--- config.mk ---
export PLATFORM = sky130hd
export DESIGN_NAME = bbs_host
export DESIGN_NICKNAME = d
export VERILOG_FILES = /design/src/rtl/bbsram_pkg.sv /design/src/rtl/bbs_sync.sv /design/src/rtl/bbs_host.sv
export SDC_FILE = /design/constraint.sdc
export NUM_CORES = 1
export LEC_CHECK = 0
export ABC_AREA = 1
export BUFFER_PORTS_ARGS = -buffer_cell sky130_fd_sc_hd__buf_4
export CORE_MARGIN = 2
export CORE_UTILIZATION = 52
export DETAILED_ROUTE_END_ITERATION = 6
export PLACE_DENSITY = 0.8
export SLEW_MARGIN = 20
export SYNTH_ARGS = -nofsm -noshare
export SYNTH_HDL_FRONTEND = slang
export SYNTH_SLANG_ARGS = --single-unit
export TNS_END_PERCENT = 100
--- constraint.sdc ---
create_clock -name sys_clk -period 1.95 [get_ports sys_clk]
set_clock_uncertainty 0.15 [all_clocks]
set_input_delay 0.0975 -clock sys_clk [delete_from_list [all_inputs] [get_ports sys_clk]]
set_output_delay 0.0975 -clock sys_clk [all_outputs]
set_load 0.02 [all_outputs]
--- src/rtl/bbsram_pkg.sv ---
// Purpose: Shared constants for the battery-backed SRAM host controller
// Assumes: 100 MHz sys_clk, 10 ns period
// Notes:   Times are kept in ns, cycle counts derived from them
package bbsram_pkg;
    // ==========================================================
    // Geometry
    localparam int ADDR_W = 11;               // Byte address width
    localparam int DATA_W = 8;                // Data bus width
    localparam int CLK_PERIOD_NS = 10;        // sys_clk period
    localparam int SPEED_GRADE = 2;           // 0 fast, 1 mid, 2 slow

    // ==========================================================
    // Timing in ns, indexed by speed grade
    localparam int T_ADDR_ACCESS_NS[3] = '{70, 150, 200};    // address_access_delay
    localparam int T_OE_ACCESS_NS[3] = '{35, 75, 80};        // output_drive_access_delay
    localparam int T_FLOAT_NS[3] = '{25, 35, 40};            // Select/enable high to float
    localparam int T_WRITE_FLOAT_NS[3] = '{25, 50, 60};      // write_to_float_delay
    localparam int T_ADDR_HOLD_NS[3] = '{0, 10, 10};         // strobe_release_address_hold
    localparam int T_DATA_SETUP_NS[3] = '{30, 40, 60};       // write_data_setup
    localparam int T_DATA_HOLD_NS = 5;                       // write_data_hold
    localparam int T_STROBE_NS[3] = '{50, 90, 120};          // Write strobe pulse width
    localparam int T_ADDR_SETUP_NS[3] = '{60, 120, 140};     // Address valid to strobe high

    // All times round up, least and longest alike; never below one cycle
    function automatic int cyc_up(input int ns);
        int c;
        c = (ns + CLK_PERIOD_NS - 1) / CLK_PERIOD_NS;
        return (c < 1) ? 1 : c;
    endfunction

    // ==========================================================
    // Cycle counts for the chosen grade (read waits are least times for the host)
    // Read waits add one cycle of margin plus the two synchroniser flops on the bus,
    // so the first flop samples the bus only after the access time has passed
    localparam int RD_WAIT_CYC = cyc_up(T_ADDR_ACCESS_NS[SPEED_GRADE]) + 3;
    localparam int OE_WAIT_CYC = cyc_up(T_OE_ACCESS_NS[SPEED_GRADE]) + 3;
    localparam int FLOAT_CYC = cyc_up(T_FLOAT_NS[SPEED_GRADE]);
    localparam int WFLOAT_CYC = cyc_up(T_WRITE_FLOAT_NS[SPEED_GRADE]);
    localparam int STROBE_CYC = cyc_up(T_STROBE_NS[SPEED_GRADE] > T_ADDR_SETUP_NS[SPEED_GRADE]
        ? T_STROBE_NS[SPEED_GRADE] : T_ADDR_SETUP_NS[SPEED_GRADE]);
    localparam int HOLD_CYC = cyc_up(T_ADDR_HOLD_NS[SPEED_GRADE] > T_DATA_HOLD_NS
        ? T_ADDR_HOLD_NS[SPEED_GRADE] : T_DATA_HOLD_NS);
    localparam int CNT_W = 6;                 // Width of the phase counter

    // ==========================================================
    // Controller states
    typedef enum logic [2:0] {
        IDLE, RD_WAIT, RD_FLOAT, WR_SETUP, WR_STROBE, WR_HOLD, FAULT
    } bbs_state_type;
endpackage

--- src/rtl/bbs_sync.sv ---
// Purpose: Two-flop synchroniser for pin inputs
// Assumes: Asynchronous input, single sys_clk domain
// Notes:   First flop feeds only the second
`timescale 1ns/10ps
module bbs_sync #(
    parameter int WIDTH = 1
) (
    input wire logic sys_clk,
    input wire logic rstn,
    input wire logic [WIDTH-1:0] asyncIn,
    output logic [WIDTH-1:0] syncOut
);
    // ==========================================================
    // Synchroniser stages
    logic [WIDTH-1:0] meta_q; // First stage, read only by second stage
    logic [WIDTH-1:0] meta_d;
    logic [WIDTH-1:0] sync_d;

    // Next values are just the shift
    always_comb begin
        meta_d = asyncIn;
        sync_d = meta_q;
    end

    // Register both stages
    always_ff @(posedge sys_clk or negedge rstn) begin
        if (!rstn) begin
            meta_q <= '0;
            syncOut <= '0;
        end else begin
            meta_q <= meta_d;
            syncOut <= sync_d;
        end
    end
endmodule // bbs_sync

--- src/rtl/bbs_host.sv ---
// Purpose: Host-side controller driving a 2K x 8 battery-backed async SRAM
// Assumes: 100 MHz sys_clk; timing for the grade chosen in the package
// Notes:   One access at a time; user waits on reqReady
//
// How it works
// - Host keeps address stable during write
// - Host holds address after strobe rises
// - Host sets up and holds write data
// - Host keeps strobe low long enough
// - Select-ended write keeps select low enough
// - Address valid long before strobe rises
// - Host keeps output enable high writing
`timescale 1ns/10ps
module bbs_host (
    input wire logic sys_clk,
    input wire logic rstn,
    // User side
    input wire logic reqValid,          // Access request
    input wire logic reqWrite,          // 1 write, 0 read
    input wire logic [10:0] reqAddr,    // Byte address
    input wire logic [7:0] reqWdata,    // Write data
    output logic reqReady,              // Request taken this cycle
    output logic rspValid,              // One-cycle completion pulse
    output logic [7:0] rspRdata,        // Read data
    output logic rspError,              // Access aborted by power fail
    input wire logic powerGood,         // Supply monitor, async
    // Memory pins
    output logic [10:0] byteAddress,    // byte_address pins
    output logic chipSelectN,           // Chip enable, active low
    output logic outputEnableN,         // Output enable, active low
    output logic writeStrobeN,          // Write enable, active low
    input wire logic [7:0] dataBusIn,   // data_bus as seen on the wire
    output logic [7:0] dataBusOut,      // data_bus drive value
    output logic dataBusOe              // High while host drives data_bus
);
    // ==========================================================
    // Input synchronisation
    logic [8:0] syncIn; // {powerGood, data bus}
    logic pgSync;
    logic [7:0] busSync;

    // Pins from outside pass two flops before use
    bbs_sync #(.WIDTH(9)) u_sync (
        .sys_clk(sys_clk),
        .rstn(rstn),
        .asyncIn({powerGood, dataBusIn}),
        .syncOut(syncIn)
    );
    assign pgSync = syncIn[8];
    assign busSync = syncIn[7:0];

    // ==========================================================
    // State
    bbsram_pkg::bbs_state_type state_q, state_d;
    logic [bbsram_pkg::CNT_W-1:0] cnt_q, cnt_d;   // Phase timer
    logic [10:0] addr_q, addr_d;                   // Latched address
    logic [7:0] wdata_q, wdata_d;                  // Latched write data
    logic [7:0] rdata_q, rdata_d;                  // Captured read data
    logic csN_q, csN_d;
    logic oeN_q, oeN_d;
    logic weN_q, weN_d;
    logic drive_q, drive_d;                        // Host drives bus
    logic done_q, done_d;                          // Completion pulse
    logic err_q, err_d;                            // Completion error flag

    // Load a phase count, cut to counter width
    function automatic logic [bbsram_pkg::CNT_W-1:0] ld(input int c);
        return bbsram_pkg::CNT_W'(c - 1);
    endfunction

    // ==========================================================
    // Next-state logic
    always_comb begin
        state_d = state_q;
        cnt_d = (cnt_q != '0) ? cnt_q - 1'b1 : cnt_q;
        addr_d = addr_q;
        wdata_d = wdata_q;
        rdata_d = rdata_q;
        csN_d = csN_q;
        oeN_d = oeN_q;
        weN_d = weN_q;
        drive_d = drive_q;
        done_d = 1'b0;
        err_d = 1'b0;
        unique case (state_q)
            bbsram_pkg::IDLE: begin
                // Pins idle: deselected, bus released
                if (reqValid && pgSync) begin
                    addr_d = reqAddr;
                    wdata_d = reqWdata;
                    csN_d = 1'b0;
                    if (reqWrite) begin
                        // Output enable stays high; address settles first
                        oeN_d = 1'b1;
                        drive_d = 1'b1;
                        cnt_d = ld(1);
                        state_d = bbsram_pkg::WR_SETUP;
                    end else begin
                        // Read: strobe high, select and enable low together
                        oeN_d = 1'b0;
                        cnt_d = ld(bbsram_pkg::RD_WAIT_CYC > bbsram_pkg::OE_WAIT_CYC
                            ? bbsram_pkg::RD_WAIT_CYC : bbsram_pkg::OE_WAIT_CYC);
                        state_d = bbsram_pkg::RD_WAIT;
                    end
                end
            end
            bbsram_pkg::RD_WAIT: begin
                // Sample only after the later of all access times plus sync delay
                if (cnt_q == '0) begin
                    rdata_d = busSync;
                    csN_d = 1'b1;
                    oeN_d = 1'b1;
                    cnt_d = ld(bbsram_pkg::FLOAT_CYC);
                    state_d = bbsram_pkg::RD_FLOAT;
                end
            end
            bbsram_pkg::RD_FLOAT: begin
                // Let the memory release the bus before anything else
                if (cnt_q == '0) begin
                    done_d = 1'b1;
                    state_d = bbsram_pkg::IDLE;
                end
            end
            bbsram_pkg::WR_SETUP: begin
                // Address and data stable before the strobe falls
                if (cnt_q == '0) begin
                    weN_d = 1'b0;
                    cnt_d = ld(bbsram_pkg::STROBE_CYC);
                    state_d = bbsram_pkg::WR_STROBE;
                end
            end
            bbsram_pkg::WR_STROBE: begin
                // Strobe width covers pulse width, address and data setup
                if (cnt_q == '0) begin
                    weN_d = 1'b1;
                    csN_d = 1'b1;
                    cnt_d = ld(bbsram_pkg::HOLD_CYC);
                    state_d = bbsram_pkg::WR_HOLD;
                end
            end
            bbsram_pkg::WR_HOLD: begin
                // Address and data held after the strobe rises
                if (cnt_q == '0) begin
                    drive_d = 1'b0;
                    done_d = 1'b1;
                    state_d = bbsram_pkg::IDLE;
                end
            end
            bbsram_pkg::FAULT: begin
                // Supply gone: stay deselected until it returns
                if (pgSync) begin
                    state_d = bbsram_pkg::IDLE;
                end
            end
        endcase
        // Power fail aborts any access, raises select, enable and strobe, and releases the bus
        if (!pgSync && state_q != bbsram_pkg::FAULT) begin
            csN_d = 1'b1;
            oeN_d = 1'b1;
            weN_d = 1'b1;
            drive_d = 1'b0;
            if (state_q != bbsram_pkg::IDLE) begin
                done_d = 1'b1;
                err_d = 1'b1;
            end
            state_d = bbsram_pkg::FAULT;
        end
    end

    // ==========================================================
    // State registers
    always_ff @(posedge sys_clk or negedge rstn) begin
        if (!rstn) begin
            state_q <= bbsram_pkg::IDLE;
            cnt_q <= '0;
            addr_q <= 11'h000;
            wdata_q <= 8'h00;
            rdata_q <= 8'h00;
            csN_q <= 1'b1;
            oeN_q <= 1'b1;
            weN_q <= 1'b1;
            drive_q <= 1'b0;
            done_q <= 1'b0;
            err_q <= 1'b0;
        end else begin
            state_q <= state_d;
            cnt_q <= cnt_d;
            addr_q <= addr_d;
            wdata_q <= wdata_d;
            rdata_q <= rdata_d;
            csN_q <= csN_d;
            oeN_q <= oeN_d;
            weN_q <= weN_d;
            drive_q <= drive_d;
            done_q <= done_d;
            err_q <= err_d;
        end
    end

    // ==========================================================
    // Outputs; a write blocked by the low-battery flag looks normal here,
    // software checks it by readback
    assign reqReady = (state_q == bbsram_pkg::IDLE) && pgSync;
    assign rspValid = done_q;
    assign rspRdata = rdata_q;
    assign rspError = err_q;
    assign byteAddress = addr_q;
    assign chipSelectN = csN_q;
    assign outputEnableN = oeN_q;
    assign writeStrobeN = weN_q;
    assign dataBusOut = wdata_q;
    assign dataBusOe = drive_q;
endmodule // bbs_host

==> out/qor.yml, run 1 <==
cells_and_area:
  stdcell_area_um2: 3560
  post-route-util_pct: 74.5
  areaGrowthSynthToFinish_pct: 37.0
  instances_no_fill: 445
  drive_above_1_share_pct: 28.0
  diodes: 0
  layout.nets: 408
synthesis:
  syn_nets: 309
  synth_top_family_by_area: "simple AND/OR/NAND/NOR gates"
  synth_xor_area_share_pct: 0.673
  yosys_warnings: 0
  syn_area_um2: 2600
  synth_compound_area_share_pct: 3.56
  netlist_instances: 274
  syn_avg_cell_area_um2: 9.49
  synthMuxAreaShare_pct: 0
  synth-simple-area-share_pct: 30.4
  synth.area.top_cells: "dfrtp_1, nand2_1, nand3_1"
  yosysSeqAreaShare_pct: 57.9
  yosys.area.top_type: "dfrtp_1"
  yosysUniqueCellTypes: 30
  ys_seq_elements: 60
  synth_top_area_share_pct: 54.8
  synthAdderAreaFrac_pct: 1.44
grt:
  grt_max_degree: 61
  grt_pass1_vias: 2163
  grt_pass1_wl_um: 9960
  antenna_found_initial: 0
  overflow: 0
  grt_use_total_pct: 24.3
route:
  drt_first_pass_iters: 4
  drt-initial-drc-count: 128
  wl_per_cell_um: 14.5
  ant_nets: 0
  vias: 2235
  avgViaCountPerCell: 5.02
  drc: 0
  wl_um: 6470
critical_path:
  critPathKind: "reg -> reg"
  end_kind: "flip-flop"
  crit_top_cell: "nand2_1"
  reg2reg_from: "cnt_q[0]$_DFF_PN0_"
  critPathSlowestCell: "dfrtp_1"
  cp-start-kind: "flip-flop"
  arrival_ps: 1850
  crit_chain: "inv_1 > ha_1 > nand3_4 > inv_4 > nand2_1 > nand2_1 > nand2_1"
  critPathTopFamily: "simple AND/OR/NAND/NOR gates"
  crit_start: "cnt_q[0]$_DFF_PN0_"
  critPathMaxStageDelay_ps: 390
  path_max_fanout: 13
  crit_required_ps: 2000
  worst-path-buf-inv: 2
cts:
  post_cts.repair.setup_buffers: 0
  clkSinkCount: 60
  cts_root_buf: "clkbuf_8"
  tritoncts: "done"
  numCtsBuffers: 9
  h-tree-depth: 3
  clock_latency_ps: 330
  clk_path_buf_depth: 2
  path_clk_slew_ps: 60
floorplanning:
  rows: 25
  num_io_pins: 66
  core_area_um2: 4790
  die_x_um: 74.7
  initial_core_util_pct: 54.4
  die_h_um: 74.7
  die-area_um2: 5580
sta:
  relSlewSlack_pct: 51.4
  worst_pin_slew_ps: 728
  rsz0062_at_grt: "false"
  tns_ps: 0
  min_period_ps: 1800
  period_share_pct: 92.3
  slew_viol_final: 0
  max_freq_mhz: 556
  hold_viol: 0
  finalSetupViolations: 0
min_path:
  min_path_type: "in -> reg"
  holdCritStartpoint: "reqValid"
placement:
  dp_cells: 399
  gp_congestion: 0.877
  dpl.hpwl_um: 3960
  port-buffer-count: 65
  placed_area_um2: 3100
power_and_ir_drop:
  powerDensity_nw_per_um2: 1520
  leakagePower_uw: 0.00190
  p_total_uw: 5410
  vdd_ir_drop_max_mv: 0.954
job:
  cap_violations: 0
outcome:
  outcome: "finished clean"
-- flip-flops by register name (all words and copies together), names as in the netlist --
register and count:
rspError 1, cnt_q 6, rspRdata 8, rspValid 1, u_sync.meta_q 9, dataBusOe 1, writeStrobeN 1, state_q 3
dataBusOut 8, outputEnableN 1, chipSelectN 1, u_sync.syncOut 9, byteAddress 11
-- through the flow --
| step | hold slack (ps) | setup WS [ps] |
|---|---|---|
| final | 68.1 | 150 |
| after global routing | 93.7 | 28.3 |
| after CTS | 49.5 | 128 |
| after detailed placement | 57.3 | 144 |
| after global placement | 49.5 | 249 |
| after floorplan | -348 | 350 |
-- worst min-delay path, delay by kind of cell --
family	cells	cell delay [ps]
compound gates	1	70
simple gates	3	200
buf+inv	2	120
-- layout make-up --
| type | instances | area (um^2) |
|---|---|---|
| inverter | 20 | 77.6 |
| clock inverter | 3 | 15.0 |
| sequential | 60 | 1510 |
| clock buffer | 13 | 149 |
| fill | 310 | 1220 |
| timing repair buffer | 96 | 796 |
| tap | 67 | 83.8 |
| multi-input combinational | 186 | 938 |
-- layer usage --
metal | part of all wire, % | vias up | global-route usage [%]
li1 | - | 1066 | -
met1 | 40 | 1070 | 30.0
met2 | 52 | 83 | 40.4
met3 | 5.6 | 16 | 6.16
met4 | 2.3 | 0 | 11.3
met5 | 0 | - | 0
-- placed cells by master (no fill, tap or decap), types with 3 or more instances in the layout --
| master | instances |
|---|---|
| buf_4 | 66 |
| clkbuf_1 | 3 |
| clkbuf_8 | 10 |
| clkinv_2 | 3 |
| dfrtp_1 | 57 |
| dfstp_2 | 3 |
| dlygate4sd3_1 | 30 |
| ha_1 | 3 |
| inv_1 | 14 |
| inv_2 | 5 |
| nand2_1 | 105 |
| nand2_2 | 3 |
| nand3_1 | 27 |
| nand3_2 | 3 |
| nand4_1 | 4 |
| nor2_1 | 13 |
| o21ai_0 | 4 |
-- cells in the mapped netlist, drive strengths merged --
cell type and number:
nand4 4, nor2 17, o21ai 7, o211ai 2, nand2 111, a31o 1, o21bai 1, dfstp 3
a21oi 3, nand3b 1, xor2 2, dfrtp 57, nor3 2, nand3 32, ha 3, inv 20
buf 8
-- cell families after synthesis --
logic type,Yosys count
xor gates and xnor gates,2
AOI/OAI and AO/OA,14
DFF,60
buffers and inverters,28
adders and majority gates,3
and+or+nand+nor,167
-- power breakdown --
| part | internal, uW | total [uW] | switching, uW |
|---|---|---|---|
| registers | 1680 | 2010 | 333 |
| logic | 955 | 2430 | 1480 |
| clock network | 491 | 963 | 472 |
| total | 3130 | 5410 | 2280 |
-- final timing paths --
| kind | end | slack, ps | cells after the start |
|---|---|---|---|
| max | rspRdata[2]$_DFFE_PN0P_ | 150 | 7 |
| min | cnt_q[0]$_DFF_PN0_ | 70 | 6 |
| max reg2reg | rspRdata[2]$_DFFE_PN0P_ | 150 | 7 |
| min reg2reg | u_sync.syncOut[7]$_DFF_PN0_ | 210 | 0 |
| max in group asynchronous | rspRdata[4]$_DFFE_PN0P_ | 940 | 2 |
| min in group asynchronous | byteAddress[6]$_DFFE_PN0P_ | 200 | 2 |
-- what timing repair did --
action	CTS	global route
endpoints found under the hold margin	86	0
gates resized for setup	0	1
hold buffers	30	0
setup endpoints to repair	0	6
Note: power is estimated with default switching activity, not from simulation.
==> inputs of run 2 (changes only) <==
- BUFFER_PORTS_ARGS: -buffer_cell sky130_fd_sc_hd__buf_4 -> -buffer_cell sky130_fd_sc_hd__buf_2
- GPL_TIMING_DRIVEN: not set -> 0
==> run 2 against run 1 <==
  * Clock power grew 28%
  * Sequential share of layout area up 0.36 points
  * Combinational power fell by 2%
  * Register-to-register slack about the same
  * Setup slack got worse by 6.5 ps
  * Critical endpoint is now cnt_q[0]$_DFF_PN0_
  * Clock-buffer cell count did not move
  * Critical path type unchanged
  * Flip-flop and latch count is the same
==> out/qor.yml, run 2 (synthesis results as in run 1) <==
grt:
  grt_pass1_wl_um: 10800
  overflow: 0
  grt_pass1_vias: 2308
  antenna_found_initial: 0
  grt_use_total_pct: 27.0
  grt_max_degree: 61
power_and_ir_drop:
  vdd_ir_drop_max_mv: 0.933
  leakagePower_uw: 0.00192
  powerDensity_nw_per_um2: 1570
floorplanning:
  die-area_um2: 5580
  die_h_um: 74.7
  rows: 25
  core_area_um2: 4790
  initial_core_util_pct: 54.4
  die_x_um: 74.7
  num_io_pins: 66
cells_and_area:
  final_common_cell: "nand2_1"
  largest_register_ff_count: 11
  diodes: 0
  drive_above_1_share_pct: 30.1
  seq_area_um2: 1510
  areaGrowthSynthToFinish_pct: 35.9
  layout.nets: 415
  fill_cells: 300
  multi_input_area_um2: 938
  final_cell_mix: "nand2_1, buf_2, dfrtp_1, dlygate4sd3_1, nand3_1"
  post-route-util_pct: 73.9
critical_path:
  path_max_fanout: 10
  critPathSlowestCell: "dfrtp_1"
  crit_top_cell: "ha_1"
  crit_required_ps: 2030
  cp-start-kind: "flip-flop"
  critPathKind: "reg -> reg"
  reg2reg_from: "cnt_q[0]$_DFF_PN0_"
  critPathMaxStageDelay_ps: 390
  worst-path-buf-inv: 1
  crit_chain: "inv_1 > ha_1 > nand3_4 > ha_1 > nand3_1 > o21ai_0 > o21bai_1"
  end_kind: "flip-flop"
  arrival_ps: 1880
  crit_start: "cnt_q[0]$_DFF_PN0_"
  critPathTopFamily: "adder cells"
route:
  drt-initial-drc-count: 191
  vias: 2350
  avgViaCountPerCell: 5.20
  wl_per_cell_um: 14.9
  drc: 0
  ant_nets: 0
  wl_um: 6740
  drt_first_pass_iters: 6
sta:
  worst_pin_slew_ps: 726
  period_share_pct: 92.6
  hold_viol: 0
  min_period_ps: 1810
  max_freq_mhz: 554
  tns_ps: 0
  relSlewSlack_pct: 51.6
  rsz0062_at_grt: "false"
  finalSetupViolations: 0
  fin_ws_ps: 144
  slew_viol_final: 0
cts:
  path_clk_slew_ps: 70
  clkSinkCount: 60
  clk_path_buf_depth: 2
  tritoncts: "done"
  post_cts.repair.setup_buffers: 0
  numCtsBuffers: 9
  postCtsHoldBufs: 30
  cts_root_buf: "clkbuf_8"
  h-tree-depth: 3
  cts_resized: 0
  clock_latency_ps: 340
placement:
  post-place-ws_ps: 189
  dpl.hpwl_um: 3670
  port-buffer-count: 65
  gp_congestion: 0.886
min_path:
  holdCritStartpoint: "reqValid"
  min_path_type: "in -> reg"
outcome:
  outcome: "finished clean"
job:
  cap_violations: 0
-- run 2: changes by cell type in the layout (fill, tap and decap cells not counted), sizes merged --
| cell | previous run | this run |
|---|---|---|
| buf | 66 | 73 |
| bufinv | 0 | 1 |
| clkinv | 3 | 1 |
| clkinvlp | 0 | 1 |
-- run 2: worst paths after layout --
path / to / slack (ps) / depth (start not counted)
worst max-delay path: cnt_q[0]$_DFF_PN0_ / 140 / 7
worst min-delay path: cnt_q[0]$_DFF_PN0_ / 70 / 6
worst max register to register: cnt_q[0]$_DFF_PN0_ / 140 / 7
worst min register to register: u_sync.syncOut[0]$_DFF_PN0_ / 200 / 0
max in group asynchronous: rspRdata[2]$_DFFE_PN0P_ / 950 / 2
min in group asynchronous: byteAddress[4]$_DFFE_PN0P_ / 210 / 2
-- run 2: metal layers --
layer | track usage, % | share of wire [%]
met1 | 32.5 | 37
met2 | 45.0 | 53
met3 | 8.70 | 6.4
met4 | 11.1 | 3.0
met5 | 0 | 0
-- run 2: area by class of cell --
| type | instances | area share, % |
|---|---|---|
| timing repair buffer | 95 | 17.8 |
| buffer | 8 | 2.34 |
| sequential | 60 | 42.6 |
| clock inverter | 3 | 1.20 |
| multi-input combinational | 186 | 26.5 |
| tap | 67 | 2.37 |
| inverter | 20 | 2.12 |
| clock buffer | 13 | 5.06 |
-- run 2: stage by stage --
step,power (uW),hold slack (ps),area (um^2),instances
2_1_floorplan,3550,-348,2600,274
3_3_place_gp,4120,54.8,3010,406
3_5_place_dp,4190,55.8,3010,406
4_1_cts,5470,50.1,3530,452
5_1_grt,5900,111,3530,452
6_report,5550,69.5,3530,452
-- run 2: report_power, final --
group	switching, uW	internal (uW)	leakage (uW)
combinational	1540	829	0.00107
sequential	270	1680	0.000738
clock	502	728	0.000112
-- run 2: worst reg2reg max path: stages, from the launching register on --
cell      delay, ps
dfrtp_1         390
inv_1           110
ha_1            290
nand3_4         210
ha_1            240
nand3_1          70
o21ai_0          70
o21bai_1        150
==> inputs of run 3 (changes only) <==
- PLACE_DENSITY: 0.8 -> 0.81
- SYNTH_HIERARCHICAL: not set -> 1
==> run 3 against run 2 <==
  * Non-clock buffer count unchanged
  * Synthesized cell count decreased by 0.73%
  * Largest cell class unchanged
  * Routed wire length decreased by 11%
  * Flip-flop and latch count unchanged
  * Highest routed layer unchanged
  * Die area decreased by 0.81%
==> out/qor.yml, run 3 <==
sta:
  relSlewSlack_pct: 52.5
  min_period_ps: 1810
  worst_pin_slew_ps: 712
  hold_viol: 0
  slew_viol_final: 0
  max_freq_mhz: 553
  fin_ws_ps: 141
  rsz0062_at_grt: "false"
  period_share_pct: 92.8
  finalSetupViolations: 0
  tns_ps: 0
cts:
  cts_root_buf: "clkbuf_8"
  post_cts.repair.setup_buffers: 0
  numCtsBuffers: 9
  clock_latency_ps: 330
  h-tree-depth: 3
  path_clk_slew_ps: 70
  clk_path_buf_depth: 2
  clkSinkCount: 60
  tritoncts: "done"
synthesis:
  synthArstFlopShare_pct: 100
  netlist_instances: 272
  syn_nets: 307
  syn_area_um2: 2580
  ys_top_cells_by_count: "nand2_1, dfrtp_1, inv_1"
  synth.area.top_cells: "dfrtp_1, nand2_1, dfstp_2"
  yosysSeqAreaShare_pct: 58.4
  synth_top_area_share_pct: 55.3
  yosysUniqueCellTypes: 30
  synth_most_common_cell: "nand2_1"
  ys_seq_elements: 60
  synth-main-ff-cell: "dfrtp_1"
  syn_avg_cell_area_um2: 9.48
  yosys.area.top_type: "dfrtp_1"
  synth-edff-count: 0
  yosys_warnings: 6
min_path:
  min_path_cells: 6
  min_path_type: "in -> reg"
power_and_ir_drop:
  p_int_uw: 3050
  leakagePower_uw: 0.00191
  pwr-share-clk_pct: 21.1
  vdd_ir_drop_max_mv: 0.820
  comb_power_share_pct: 42.3
  switching_share_pct: 41.3
  powerDensity_nw_per_um2: 1490
  seq_power_share_pct: 36.6
  power.switching_uw: 2140
floorplanning:
  die_x_um: 74.4
  die_h_um: 74.4
  initial_core_util_pct: 54.2
  die-area_um2: 5540
  core_area_um2: 4750
  num_io_pins: 66
  rows: 25
route:
  wl_per_cell_um: 13.4
  vias: 2177
  drt-initial-drc-count: 143
  wl_um: 6010
  drt_first_pass_iters: 5
  ant_nets: 0
  drc: 0
  avgViaCountPerCell: 4.84
cells_and_area:
  layout.nets: 413
  final_common_cell: "nand2_1"
  largest_register_ff_count: 11
  post-route-util_pct: 73.3
  stdcell_area_um2: 3480
  diodes: 0
  drive_above_1_share_pct: 31.1
  final_cell_mix: "nand2_1, buf_2, dfrtp_1, dlygate4sd3_1, inv_1"
  instances_no_fill: 450
  areaGrowthSynthToFinish_pct: 35.1
outcome:
  outcome: "finished clean"
grt:
  overflow: 0
  grt_pass1_wl_um: 9830
  grt_use_total_pct: 24.2
  antenna_found_initial: 0
  grt_pass1_vias: 2088
  grt_max_degree: 61
placement:
  post-place-ws_ps: 115
  gp_congestion: 0.846
  dpl.hpwl_um: 3500
  placed_area_um2: 2990
  port-buffer-count: 65
  dp_cells: 404
critical_path:
  arrival_ps: 1880
  rr_worst_depth: 8
  crit_required_ps: 2020
  path_max_fanout: 11
  critPathKind: "reg -> reg"
  end_kind: "flip-flop"
  cp-start-kind: "flip-flop"
job:
  cap_violations: 0
run 3: cell count changes after synthesis, moves of 2 or more:
cell,change
nor3_1,+2
buf_6,-2
nor2_4,+3
nand3_1,-15
a21oi_1,+3
nand2_4,+2
nand4_1,-2
o21ai_0,+6
nor2_1,-6
nand2_1,+9
run 3: worst max-delay path, stage by stage (launching register included):
cell,delay [ps]
dfrtp_1,380
inv_1,130
ha_2,250
nand3_4,130
buf_6,180
ha_1,170
nand3_1,70
o21ai_0,80
o21bai_1,150
run 3: repair_timing:
action | 4_1_cts | 5_1_grt
setup endpoints to repair | 0 | 1
gates resized for setup | 0 | 1
hold endpoints to repair | 88 | 0
hold buffers | 30 | 0
run 3: final timing paths:
path                                       startpoint                     endpoint  slack (ps)
setup reg to reg                   cnt_q[0]$_DFF_PN0_           cnt_q[0]$_DFF_PN0_         140
min in group asynchronous                        rstn    dataBusOut[4]$_DFFE_PN0P_         220
hold / removal                               reqValid      chipSelectN$_DFFE_PN1P_          90
max in group asynchronous                        rstn  u_sync/syncOut[3]$_DFF_PN0_         950
hold reg to reg            u_sync/meta_q[5]$_DFF_PN0_  u_sync/syncOut[5]$_DFF_PN0_         200
setup / recovery                   cnt_q[0]$_DFF_PN0_           cnt_q[0]$_DFF_PN0_         140
run 3: power groups by stage:
| stage | clock (uW) | combinational (uW) | sequential, uW |
|---|---|---|---|
| final | 1090 | 2190 | 1900 |
| after global routing | 1170 | 2410 | 1950 |
| after CTS | 1100 | 2170 | 1890 |
| after detailed placement | 0 | 2120 | 1900 |
| after global placement | 0 | 2060 | 1890 |
| after floorplan | 0 | 1180 | 2240 |
run 3: metal layers:
| metal | up-vias | global-route usage (%) | wire [um] |
|---|---|---|---|
| met1 | 1010 | 30.9 | 2480 |
| met2 | 92 | 40.5 | 3080 |
| met3 | 11 | 6.50 | 352 |
| met4 | 0 | 7.94 | 104 |
| li1 | 1064 | - | - |
| met5 | - | 0 | 0 |
run 3: area by class of cell:
type	count	area [um^2]
sequential	60	1510
multi-input combinational	184	926
timing repair buffer	95	628
inverter	20	77.6
tap	67	83.8
clock inverter	6	63.8
fill	310	1270
buffer	8	72.6
clock buffer	10	128
run 3: per-stage QoR:
step	power [uW]	hold WS (ps)
6_report	5190	85.2
5_1_grt	5530	109
3_5_place_dp	4020	51.6
4_1_cts	5150	65.2
2_1_floorplan	3420	-348
3_3_place_gp	3950	55.0
run 3: cells by family after synthesis:
kind of cell	after synthesis	share of synthesized area, %
AOI/OAI and AO/OA	21	4.80
xor gates and xnor gates	1	0.340
adders and majority gates	3	1.46
buffers and inverters	28	5.82
DFF	60	58.4
and+or+nand+nor	159	29.2
